File: config.mk
export PLATFORM = sky130hd
export DESIGN_NAME = pcp_top
export DESIGN_NICKNAME = d
export VERILOG_FILES = /design/src/verilog/pcp_top.v
export VERILOG_INCLUDE_DIRS = /design/src /design/src/verilog
export SDC_FILE = /design/constraint.sdc
export NUM_CORES = 2
export LEC_CHECK = 0
export BUFFER_PORTS_ARGS = -buffer_cell sky130_fd_sc_hd__buf_2
export CORE_AREA = 2 2 210 367
export CTS_BUF_LIST = sky130_fd_sc_hd__clkbuf_4 sky130_fd_sc_hd__clkbuf_8 sky130_fd_sc_hd__clkbuf_16
export DETAILED_ROUTE_END_ITERATION = 6
export DIE_AREA = 0 0 212 369
export GPL_TIMING_DRIVEN = 0
export PLACE_DENSITY = 0.79
export SLEW_MARGIN = 20
export SYNTH_ARGS = -nofsm -noshare
export SYNTH_HDL_FRONTEND = slang
export SYNTH_SLANG_ARGS = --single-unit
File: constraint.sdc
create_clock -name sys_clk -period 16.9 [get_ports sys_clk]
set_input_delay 2.535 -clock sys_clk [delete_from_list [all_inputs] [get_ports sys_clk]]
set_output_delay 2.535 -clock sys_clk [all_outputs]
set_load 0.005 [all_outputs]
File: src/verilog/pcp_defs.vh
`ifndef PCP_DEFS_VH
`define PCP_DEFS_VH
`define PCP_CLK_MHZ       100
`define PCP_RAIL_US       200
`define PCP_RAIL_CYCLES   (`PCP_RAIL_US * `PCP_CLK_MHZ)
`define PCP_FILT_SHIFT    2
`define PCP_BAL_STEP      8'h01
`define PCP_BAL_INIT      8'h80
`define PCP_A_CTRL        8'h00
`define PCP_A_MAP         8'h04
`define PCP_A_FAST        8'h08
`define PCP_A_GAIN        8'h0C
`define PCP_A_OFFS        8'h10
`define PCP_A_LIM0        8'h14
`define PCP_A_OCACT       8'h24
`define PCP_A_FLOOR       8'h28
`define PCP_A_FLACT       8'h2C
`define PCP_A_STAT        8'h30
`define PCP_A_MASK        8'h34
`define PCP_A_RAIL        8'h38
`define PCP_A_CUR0        8'h40
`define PCP_CTRL_SEQ      0
`define PCP_CTRL_CLR      1
`define PCP_ST_GDTRIP     0
`define PCP_ST_FAST       1
`define PCP_ST_OC         2
`define PCP_ST_FLOOR      3
`define PCP_ST_SAMPLE     4
`define PCP_RST_MAP       12'hE40
`define PCP_RST_GAIN      16'h0100
`define PCP_RST_LIM       16'hFFFF
`endif

File: src/verilog/pcp_top.v
// Our own choices: the Avalon-MM interface to the registers and the register addresses.
`timescale 1ns/1ps
`include "pcp_defs.vh"
module pcp_top #(
    parameter RAIL_CYCLES = `PCP_RAIL_CYCLES
) (
    input  wire        sys_clk,
    input  wire        reset_n,
    input  wire        clk_en,
    input  wire [7:0]  avs_address,
    input  wire        avs_read,
    input  wire        avs_write,
    input  wire [31:0] avs_writedata,
    output reg  [31:0] avs_readdata,
    output reg         avs_waitrequest,
    output reg         adc_start,
    output reg  [2:0]  adc_channel,
    input  wire        adc_done,
    input  wire [11:0] adc_data,
    output reg  [23:0] fast_trip_threshold,
    input  wire [3:0]  fast_cmp_hit,
    input  wire        gd_trip,
    input  wire [47:0] rail_vout,
    input  wire [5:0]  pwm_raw,
    input  wire [5:0]  sre_raw,
    output reg  [5:0]  pulse_width_output,
    output reg  [5:0]  sync_rectifier_enable,
    output reg  [47:0] balance_adjust,
    output reg  [3:0]  foldback_active,
    output reg  [3:0]  vref_step_down,
    output reg  [3:0]  rail_kill,
    output reg         irq
);
    localparam S_IDLE  = 5'b00001;
    localparam S_START = 5'b00010;
    localparam S_WAIT  = 5'b00100;
    localparam S_EVAL  = 5'b01000;
    localparam S_BAL   = 5'b10000;

    function [1:0] rail_of;
        input [11:0] m;
        input [2:0]  p;
        begin
            rail_of = m[p*2 +: 2];
        end
    endfunction

    function [15:0] pcp_scale;
        input [11:0] d;
        input [15:0] g;
        input [15:0] o;
        reg [27:0]        p;
        reg signed [21:0] s;
        begin
            p = d * g;
            s = $signed({2'b00, p[27:8]}) + $signed({{6{o[15]}}, o});
            if (s < 0)
                pcp_scale = 16'h0000;
            else if (s > $signed(22'h00FFFF))
                pcp_scale = 16'hFFFF;
            else
                pcp_scale = s[15:0];
        end
    endfunction

    reg        seq_mode;
    reg [1:0]  trip_rail;
    reg [1:0]  rail_last;
    reg [11:0] phase_map;
    reg [15:0] cur_gain;
    reg [15:0] cur_offset;
    reg [15:0] oc_limit [0:3];
    reg [3:0]  oc_action;
    reg [11:0] floor_volt;
    reg [3:0]  floor_action;
    reg [4:0]  status;
    reg [4:0]  mask;
    reg [18:0] filt [0:3];
    reg [15:0] cur [0:5];
    reg [18:0] sum;
    reg [4:0]  state;
    reg [1:0]  rail_ptr;
    reg [2:0]  ph;
    reg [14:0] tick;
    reg        gd_seen;

    wire acc = (avs_read | avs_write) & ~avs_waitrequest;
    wire wr  = acc & avs_write;
    wire rd  = acc & avs_read;
    wire clr_req = wr && avs_address == `PCP_A_CTRL
                   && avs_writedata[`PCP_CTRL_CLR];

    // comparator live only with a nonzero code
    reg [3:0] fast_fault;
    reg [3:0] fast_rail_hit;
    integer k;
    always @* begin
        fast_rail_hit = 4'h0;
        for (k = 0; k < 4; k = k + 1) begin
            fast_fault[k] = fast_cmp_hit[k]
                            && fast_trip_threshold[k*6 +: 6] != 6'h00;
            if (fast_fault[k])
                fast_rail_hit[rail_of(phase_map, k[2:0])] = 1'b1;
        end
    end

    // level from the driver; sequencing mode masks it entirely
    wire gd_fault = gd_trip & ~seq_mode;

    // evaluation of the rail just sampled
    wire signed [19:0] fdiff = $signed({1'b0, sum})
                             - $signed({1'b0, filt[rail_ptr]});
    wire signed [19:0] fstep = fdiff >>> `PCP_FILT_SHIFT;
    wire [18:0] filt_new = filt[rail_ptr] + fstep[18:0];
    wire over = filt_new > {3'b000, oc_limit[rail_ptr]};
    wire [11:0] vout_now = rail_vout[rail_ptr*12 +: 12];
    wire below = vout_now < floor_volt;

    // highest and lowest phase of the rail, for balancing
    reg [2:0]  hi_ph;
    reg [2:0]  lo_ph;
    reg [2:0]  members;
    reg        hi_ok;
    reg        lo_ok;
    integer j;
    always @* begin
        hi_ph   = 3'd0;
        lo_ph   = 3'd0;
        members = 3'd0;
        hi_ok   = 1'b0;
        lo_ok   = 1'b0;
        for (j = 0; j < 6; j = j + 1) begin
            if (rail_of(phase_map, j[2:0]) == rail_ptr) begin
                if (!hi_ok || cur[j] > cur[hi_ph]) begin
                    hi_ph = j[2:0];
                    hi_ok = 1'b1;
                end
                if (!lo_ok || cur[j] < cur[lo_ph]) begin
                    lo_ph = j[2:0];
                    lo_ok = 1'b1;
                end
                members = members + 3'd1;
            end
        end
    end
    wire [7:0] adj_hi = balance_adjust[hi_ph*8 +: 8];
    wire [7:0] adj_lo = balance_adjust[lo_ph*8 +: 8];
    // floor of one step keeps every phase duty positive
    wire bal_go = members > 3'd1 && cur[hi_ph] != cur[lo_ph]
                  && adj_hi > `PCP_BAL_STEP
                  && adj_lo <= 8'hFF - `PCP_BAL_STEP;

    // event flags, pulses except the fast-trip level, registered into sticky status
    reg [4:0] ev;
    always @* begin
        ev = 5'h00;
        ev[`PCP_ST_GDTRIP] = gd_fault & ~gd_seen;
        ev[`PCP_ST_FAST]   = |fast_fault;
        ev[`PCP_ST_OC]     = state == S_EVAL && over;
        ev[`PCP_ST_FLOOR]  = state == S_EVAL && over && below
                             && foldback_active[rail_ptr]
                             && floor_action[rail_ptr];
        ev[`PCP_ST_SAMPLE] = state == S_EVAL;
    end

    reg [3:0] kill_set;
    always @* begin
        kill_set = fast_rail_hit;
        if (gd_fault)
            kill_set[trip_rail] = 1'b1;
        if (state == S_EVAL && over && oc_action[rail_ptr])
            kill_set[rail_ptr] = 1'b1;
        if (ev[`PCP_ST_FLOOR])
            kill_set[rail_ptr] = 1'b1;
    end

    reg [31:0] rdata;
    always @* begin
        rdata = 32'h00000000;
        case (avs_address)
            `PCP_A_CTRL:  rdata = {26'h0, rail_last, trip_rail, 1'b0,
                                   seq_mode};
            `PCP_A_MAP:   rdata = {20'h0, phase_map};
            `PCP_A_FAST:  rdata = {8'h00, fast_trip_threshold};
            `PCP_A_GAIN:  rdata = {16'h0000, cur_gain};
            `PCP_A_OFFS:  rdata = {16'h0000, cur_offset};
            `PCP_A_OCACT: rdata = {28'h0, oc_action};
            `PCP_A_FLOOR: rdata = {20'h0, floor_volt};
            `PCP_A_FLACT: rdata = {28'h0, floor_action};
            `PCP_A_STAT:  rdata = {27'h0, status};
            `PCP_A_MASK:  rdata = {27'h0, mask};
            `PCP_A_RAIL:  rdata = {24'h0, foldback_active, rail_kill};
            default: begin
                if (avs_address[7:4] == 4'h1 && avs_address >= `PCP_A_LIM0
                    || avs_address == 8'h20)
                    rdata = {16'h0, oc_limit[avs_address[3:2] - 2'd1]};
                if (avs_address[7:4] == 4'h4 && avs_address[1:0] == 2'b00)
                    rdata = {13'h0, filt[avs_address[3:2]]};
            end
        endcase
    end

    integer i;
    always @(posedge sys_clk) begin
        if (!reset_n) begin
            avs_readdata          <= 32'h00000000;
            avs_waitrequest       <= 1'b1;
            seq_mode              <= 1'b0;
            trip_rail             <= 2'b00;
            rail_last             <= 2'b00;
            phase_map             <= `PCP_RST_MAP;
            fast_trip_threshold   <= 24'h000000;
            cur_gain              <= `PCP_RST_GAIN;
            cur_offset            <= 16'h0000;
            oc_action             <= 4'h0;
            floor_volt            <= 12'h000;
            floor_action          <= 4'h0;
            status                <= 5'h00;
            mask                  <= 5'h00;
            irq                   <= 1'b0;
            rail_kill             <= 4'h0;
            gd_seen               <= 1'b0;
            pulse_width_output    <= 6'h00;
            sync_rectifier_enable <= 6'h00;
            balance_adjust        <= {6{`PCP_BAL_INIT}};
            foldback_active       <= 4'h0;
            vref_step_down        <= 4'h0;
            adc_start             <= 1'b0;
            adc_channel           <= 3'd0;
            sum                   <= 19'h00000;
            state                 <= S_IDLE;
            rail_ptr              <= 2'b00;
            ph                    <= 3'd0;
            tick                  <= 15'h0000;
            for (i = 0; i < 4; i = i + 1) begin
                oc_limit[i] <= `PCP_RST_LIM;
                filt[i]     <= 19'h00000;
            end
            for (i = 0; i < 6; i = i + 1)
                cur[i] <= 16'h0000;
        end else if (clk_en) begin
            // one-cycle answer, then the bus goes busy again
            avs_waitrequest <= ~(avs_waitrequest
                                 & (avs_read | avs_write));
            if (avs_waitrequest & avs_read)
                avs_readdata <= rdata;
            if (wr) begin
                case (avs_address)
                    `PCP_A_CTRL: begin
                        seq_mode  <= avs_writedata[`PCP_CTRL_SEQ];
                        trip_rail <= avs_writedata[3:2];
                        rail_last <= avs_writedata[5:4];
                    end
                    `PCP_A_MAP:   phase_map <= avs_writedata[11:0];
                    `PCP_A_FAST:  fast_trip_threshold <= avs_writedata[23:0];
                    `PCP_A_GAIN:  cur_gain <= avs_writedata[15:0];
                    `PCP_A_OFFS:  cur_offset <= avs_writedata[15:0];
                    `PCP_A_OCACT: oc_action <= avs_writedata[3:0];
                    `PCP_A_FLOOR: floor_volt <= avs_writedata[11:0];
                    `PCP_A_FLACT: floor_action <= avs_writedata[3:0];
                    `PCP_A_MASK:  mask <= avs_writedata[4:0];
                    default: begin
                        if (avs_address[7:4] == 4'h1
                            && avs_address >= `PCP_A_LIM0
                            || avs_address == 8'h20)
                            oc_limit[avs_address[3:2] - 2'd1]
                                <= avs_writedata[15:0];
                    end
                endcase
            end

            // read clears; an event in the same cycle survives
            status <= (rd && avs_address == `PCP_A_STAT
                       ? 5'h00 : status) | ev;
            irq    <= |(((rd && avs_address == `PCP_A_STAT
                          ? 5'h00 : status) | ev) & mask);
            gd_seen <= gd_fault;

            // latched rail shutdown; set wins over software clear
            rail_kill <= (clr_req ? 4'h0 : rail_kill) | kill_set;
            for (i = 0; i < 6; i = i + 1) begin
                pulse_width_output[i] <= pwm_raw[i]
                    & ~(rail_kill[rail_of(phase_map, i[2:0])]
                        | kill_set[rail_of(phase_map, i[2:0])]);
                sync_rectifier_enable[i] <= sre_raw[i]
                    & ~(rail_kill[rail_of(phase_map, i[2:0])]
                        | kill_set[rail_of(phase_map, i[2:0])]);
            end

            adc_start      <= 1'b0;
            vref_step_down <= 4'h0;
            tick <= (tick == RAIL_CYCLES - 1) ? 15'h0000 : tick + 15'h0001;

            case (state)
                S_IDLE: begin
                    // one rail per tick, rails taken round robin
                    if (tick == RAIL_CYCLES - 1) begin
                        rail_ptr <= (rail_ptr >= rail_last)
                                    ? 2'b00 : rail_ptr + 2'b01;
                        ph    <= 3'd0;
                        sum   <= 19'h00000;
                        state <= S_START;
                    end
                end
                S_START: begin
                    if (ph == 3'd6) begin
                        state <= S_EVAL;
                    end else if (rail_of(phase_map, ph) == rail_ptr) begin
                        adc_channel <= ph;
                        adc_start   <= 1'b1;
                        state       <= S_WAIT;
                    end else begin
                        ph <= ph + 3'd1;
                    end
                end
                S_WAIT: begin
                    if (adc_done) begin
                        cur[ph] <= pcp_scale(adc_data, cur_gain,
                                             cur_offset);
                        sum <= sum + {3'b000, pcp_scale(adc_data,
                                      cur_gain, cur_offset)};
                        ph    <= ph + 3'd1;
                        state <= S_START;
                    end
                end
                S_EVAL: begin
                    filt[rail_ptr] <= filt_new;
                    // foldback trims vref while current stays high
                    if (over && !oc_action[rail_ptr]) begin
                        foldback_active[rail_ptr] <= 1'b1;
                        vref_step_down[rail_ptr]  <= 1'b1;
                    end else begin
                        foldback_active[rail_ptr] <= 1'b0;
                    end
                    state <= S_BAL;
                end
                S_BAL: begin
                    if (bal_go) begin
                        balance_adjust[hi_ph*8 +: 8]
                            <= adj_hi - `PCP_BAL_STEP;
                        balance_adjust[lo_ph*8 +: 8]
                            <= adj_lo + `PCP_BAL_STEP;
                    end
                    state <= S_IDLE;
                end
                default: state <= S_IDLE;
            endcase
        end
    end
endmodule // pcp_top
==> reports/metrics.yaml <==
detailed_routing:
  met1_length_um: 60300
  drt_iter0_drc: 5492
  wl_met3_um: 22400
  vias: 41700
  via_per_inst: 6.83
  first_pass_iters: 7
  drc_errors: 25
  routed_wl_um: 202000
  top_layer: "met5"
  route.met2.wl_um: 91100
  avgRoutedWirePerCell_um: 33.2
  antenna_left: 0
critical_path:
  cp_max_fo: 10
  cp-start-kind: "register"
  crit_arrival_ns: 17.53
  reg2reg_from: "cur[0][12]$_SDFFCE_PN0P_"
  critical_path.max_stage_delay_ns: 0.68
  critical-path-top-delay-family: "compound AO/OA/AOI/OAI gates"
  r2r_slack_ns: -0.1
  r2r_cells: 61
  cp.required_ns: 17.43
  worstReg2RegEnd: "balance_adjust[23]$_SDFFE_PN1P_"
  worst-setup-path-type: "reg2reg"
  crit_buf_inv: 15
  crit_top_cell: "ha_1"
  crit_slowest_cell: "or4_4"
  endpoint_kind: "register"
global_route:
  grt_pass1_wl_um: 294000
  grt_overflow: 0
  grt_use_total: 0.532
  grt_start_max_net_pins: 20
  grt_pass1_vias: 40700
  antenna_found_initial: 22
die:
  dieArea_um2: 78200
  rows: 133
  die_h_um: 369
  die_x_um: 212
  core_area_um2: 75100
  io_pins: 257
  start_util: 0.536
clock_tree:
  clkSinkCount: 488
  cts_buffers: 47
  root_buffer: "clkbuf_16"
  htree_levels: 2
  hold_buffers: 0
  cts_tree: "done"
  insertion_delay_ns: 0.67
  clk_pin_slew_ns: 0.06
  clock_path_buffers: 3
logic_synthesis:
  synth_edf_count: 236
  ys_warn_count: 0
  synth_cell_types: 92
  synth_area_um2: 40200
  syn_inst: 4648
  avgSynthCellArea_um2: 8.66
  ys.flop_type: "dfxtp_1"
  seq_area_frac_synth: 0.301
  async_flop_share: 0
  synth_seq_cells: 488
timing:
  finalCritPeriodShare: 1.01
  setup-violations-final: 17
  slew_viol_final: 0
  setup_ws_ns: -0.0981
  max-slew-margin-rel: 0.0988
  tightest_slew_ns: 1.35
  fmax_ghz: 0.0588
  holdWs_ns: 0.456
  layout_min_cycle_time_ns: 17.00
  hold_violations: 0
  clock_skew_ns: 0.0350
layout:
  drive_above_1_share: 0.161
  area_growth_pct: 15.1
  nFillCells: 6463
  fin_nets: 5617
job:
  maxCapViolCount: 0
pwr:
  powerDensity_nw_per_um2: 72.8
  power_mw: 3.38
  power_leakage_nw: 19.2
  vdd_drop_max_mv: 0.100
worst_hold_path:
  holdCritStartpoint: "pulse_width_output[3]$_SDFFE_PN0P_"
  holdPathEnd: "pulse_width_output[3]$_SDFFE_PN0P_"
  hold_class: "reg2reg"
  min_path_cells: 2
placement:
  port_buffers: 230
  place_congestion: 1.15
  dp_hpwl_um: 155000
run_status:
  violations: "DRC, setup timing"
  outcome: "finished, violations left"
==> per-layer routing <==
layer,global-route usage,vias up
met3,0.214,1367
met2,0.817,3214
met1,0.520,19700
met5,0.00639,-
li1,-,17400
met4,0.565,6
==> state kept, by name, indices dropped and copies added (netlist names), 4 cells and up, named ones only <==
name                   flops
avs_readdata              24
balance_adjust            48
cur                       96
cur_gain                  16
cur_offset                16
fast_trip_threshold       24
filt                      76
floor_action               4
floor_volt                12
mask                       5
oc_action                  4
oc_limit                  64
phase_map                 12
pulse_width_output         6
rail_kill                  4
state                      5
status                     5
sum                       19
sync_rectifier_enable      6
tick                      15
vref_step_down             4
==> synthesized netlist by cell type (all sizes together) (46+ instances only) <==
master | count | share of area
a211oi | 68 | 0.013
a21o | 50 | 0.0093
a21oi | 376 | 0.047
and2 | 78 | 0.012
buf | 51 | 0.0063
clkbuf | 208 | 0.019
dfxtp | 252 | 0.13
edfxtp | 236 | 0.18
fa | 142 | 0.071
ha | 329 | 0.10
inv | 324 | 0.030
mux2i | 94 | 0.023
mux4 | 86 | 0.048
nand2 | 595 | 0.055
nand2b | 54 | 0.0084
nand3 | 118 | 0.015
nand4 | 50 | 0.0078
nor2 | 521 | 0.049
nor3 | 99 | 0.012
o21ai | 181 | 0.023
or2 | 46 | 0.0071
xnor2 | 86 | 0.019
==> stage by stage <==
step                      instance area (µm²)  std cells  setup slack, ns   util  TNS, ns
after global routing                    46300       6075           -0.435  0.617   -13.36
after CTS                               45400       6030         0.000290  0.605        0
after detailed placement                43000       5914            -7.10  0.573  -328.91
after global placement                  42700       5897            -8.68  0.569  -400.52
after floorplan                         40300       4655             2.31      -        0
final                                   46300       6095          -0.0981  0.617   -0.444
==> cell type report <==
class | instances | area [µm²] | share of cell area
Tap cell | 1012 | 1270 | 0.0273
Multi-Input combinational cell | 3582 | 26800 | 0.579
Clock buffer | 66 | 1420 | 0.0306
Buffer | 256 | 1260 | 0.0272
Timing Repair Buffer | 322 | 1950 | 0.0420
Clock inverter | 21 | 199 | 0.00429
Inverter | 326 | 1250 | 0.0269
Sequential cell | 488 | 12100 | 0.262
Antenna cell | 22 | 55.1 | 0.00119
==> power by group <==
group	leakage, nW	switching [mW]	internal [mW]	total [mW]
Combinational	14.1	0.641	0.297	0.938
Sequential	4.24	0.0362	1.26	1.30
Clock	0.811	0.528	0.613	1.14
==> worst min-delay path, delay by kind of cell (launching register included) <==
| family | cells | cell delay, ns |
|---|---|---|
| simple gates | 1 | 0.04 |
| flops | 1 | 0.32 |
| compound gates | 1 | 0.06 |
==> layout by cell type (no fill, tap or decap), drive strengths merged, types with 22 or more instances in the layout <==
master and instances:
or2 46, o22ai 22, o21a 36, a31oi 31, xor2 42, o21ai 181, mux4 86, nand2 595
inv 326, dfxtp 252, and2 78, diode 22, buf 382, ha 329, nor2 521, a21o 50
a211oi 68, a22o 24, nor3 99, nand4 50, nor2b 28, or3 25, fa 142, clkbuf 262
nand3 118, nand2b 54, mux2i 94, o211ai 28, edfxtp 236, a221oi 37, a21oi 376, xnor2 86
and3 29
==> logic make-up (layout without fill, tap and decap cells) <==
group           after synthesis  count (layout)  share of synthesized area
simple gates               1714            1714                      0.193
compound gates             1062            1062                      0.172
buf+inv                     585             991                     0.0561
flops                       488             488                      0.301
fa+ha+maj                   471             471                      0.173
mux                         199             199                     0.0768
xor+xnor                    128             128                     0.0279
other cells                   1              30                  0.0000932
==> how the worst max path moves through the flow <==
stage          cells after the start                         endpoint                startpoint  slack (ns)
5_1_grt                           63  balance_adjust[23]$_SDFFE_PN1P_  cur[0][12]$_SDFFCE_PN0P_       -0.44
6_report                          61  balance_adjust[23]$_SDFFE_PN1P_  cur[0][12]$_SDFFCE_PN0P_        -0.1
4_1_cts                           64  balance_adjust[32]$_SDFFE_PN0P_  cur[0][14]$_SDFFCE_PN0P_      0.0003
3_3_place_gp                      63  balance_adjust[42]$_SDFFE_PN0P_   cur[0][5]$_SDFFCE_PN0P_       -8.68
2_1_floorplan                     65  balance_adjust[39]$_SDFFE_PN1P_  cur[1][13]$_SDFFCE_PN0P_        2.31
3_5_place_dp                      65  balance_adjust[43]$_SDFFE_PN0P_  cur[0][12]$_SDFFCE_PN0P_       -7.10
==> timing repair <==
item	4_1_cts	5_1_grt
resized for setup	162	146
setup buffers	29	43
setup endpoints to repair	48	51
pin swaps	17	30
gates cloned	0	0
Power figures use the tool's default switching activity.
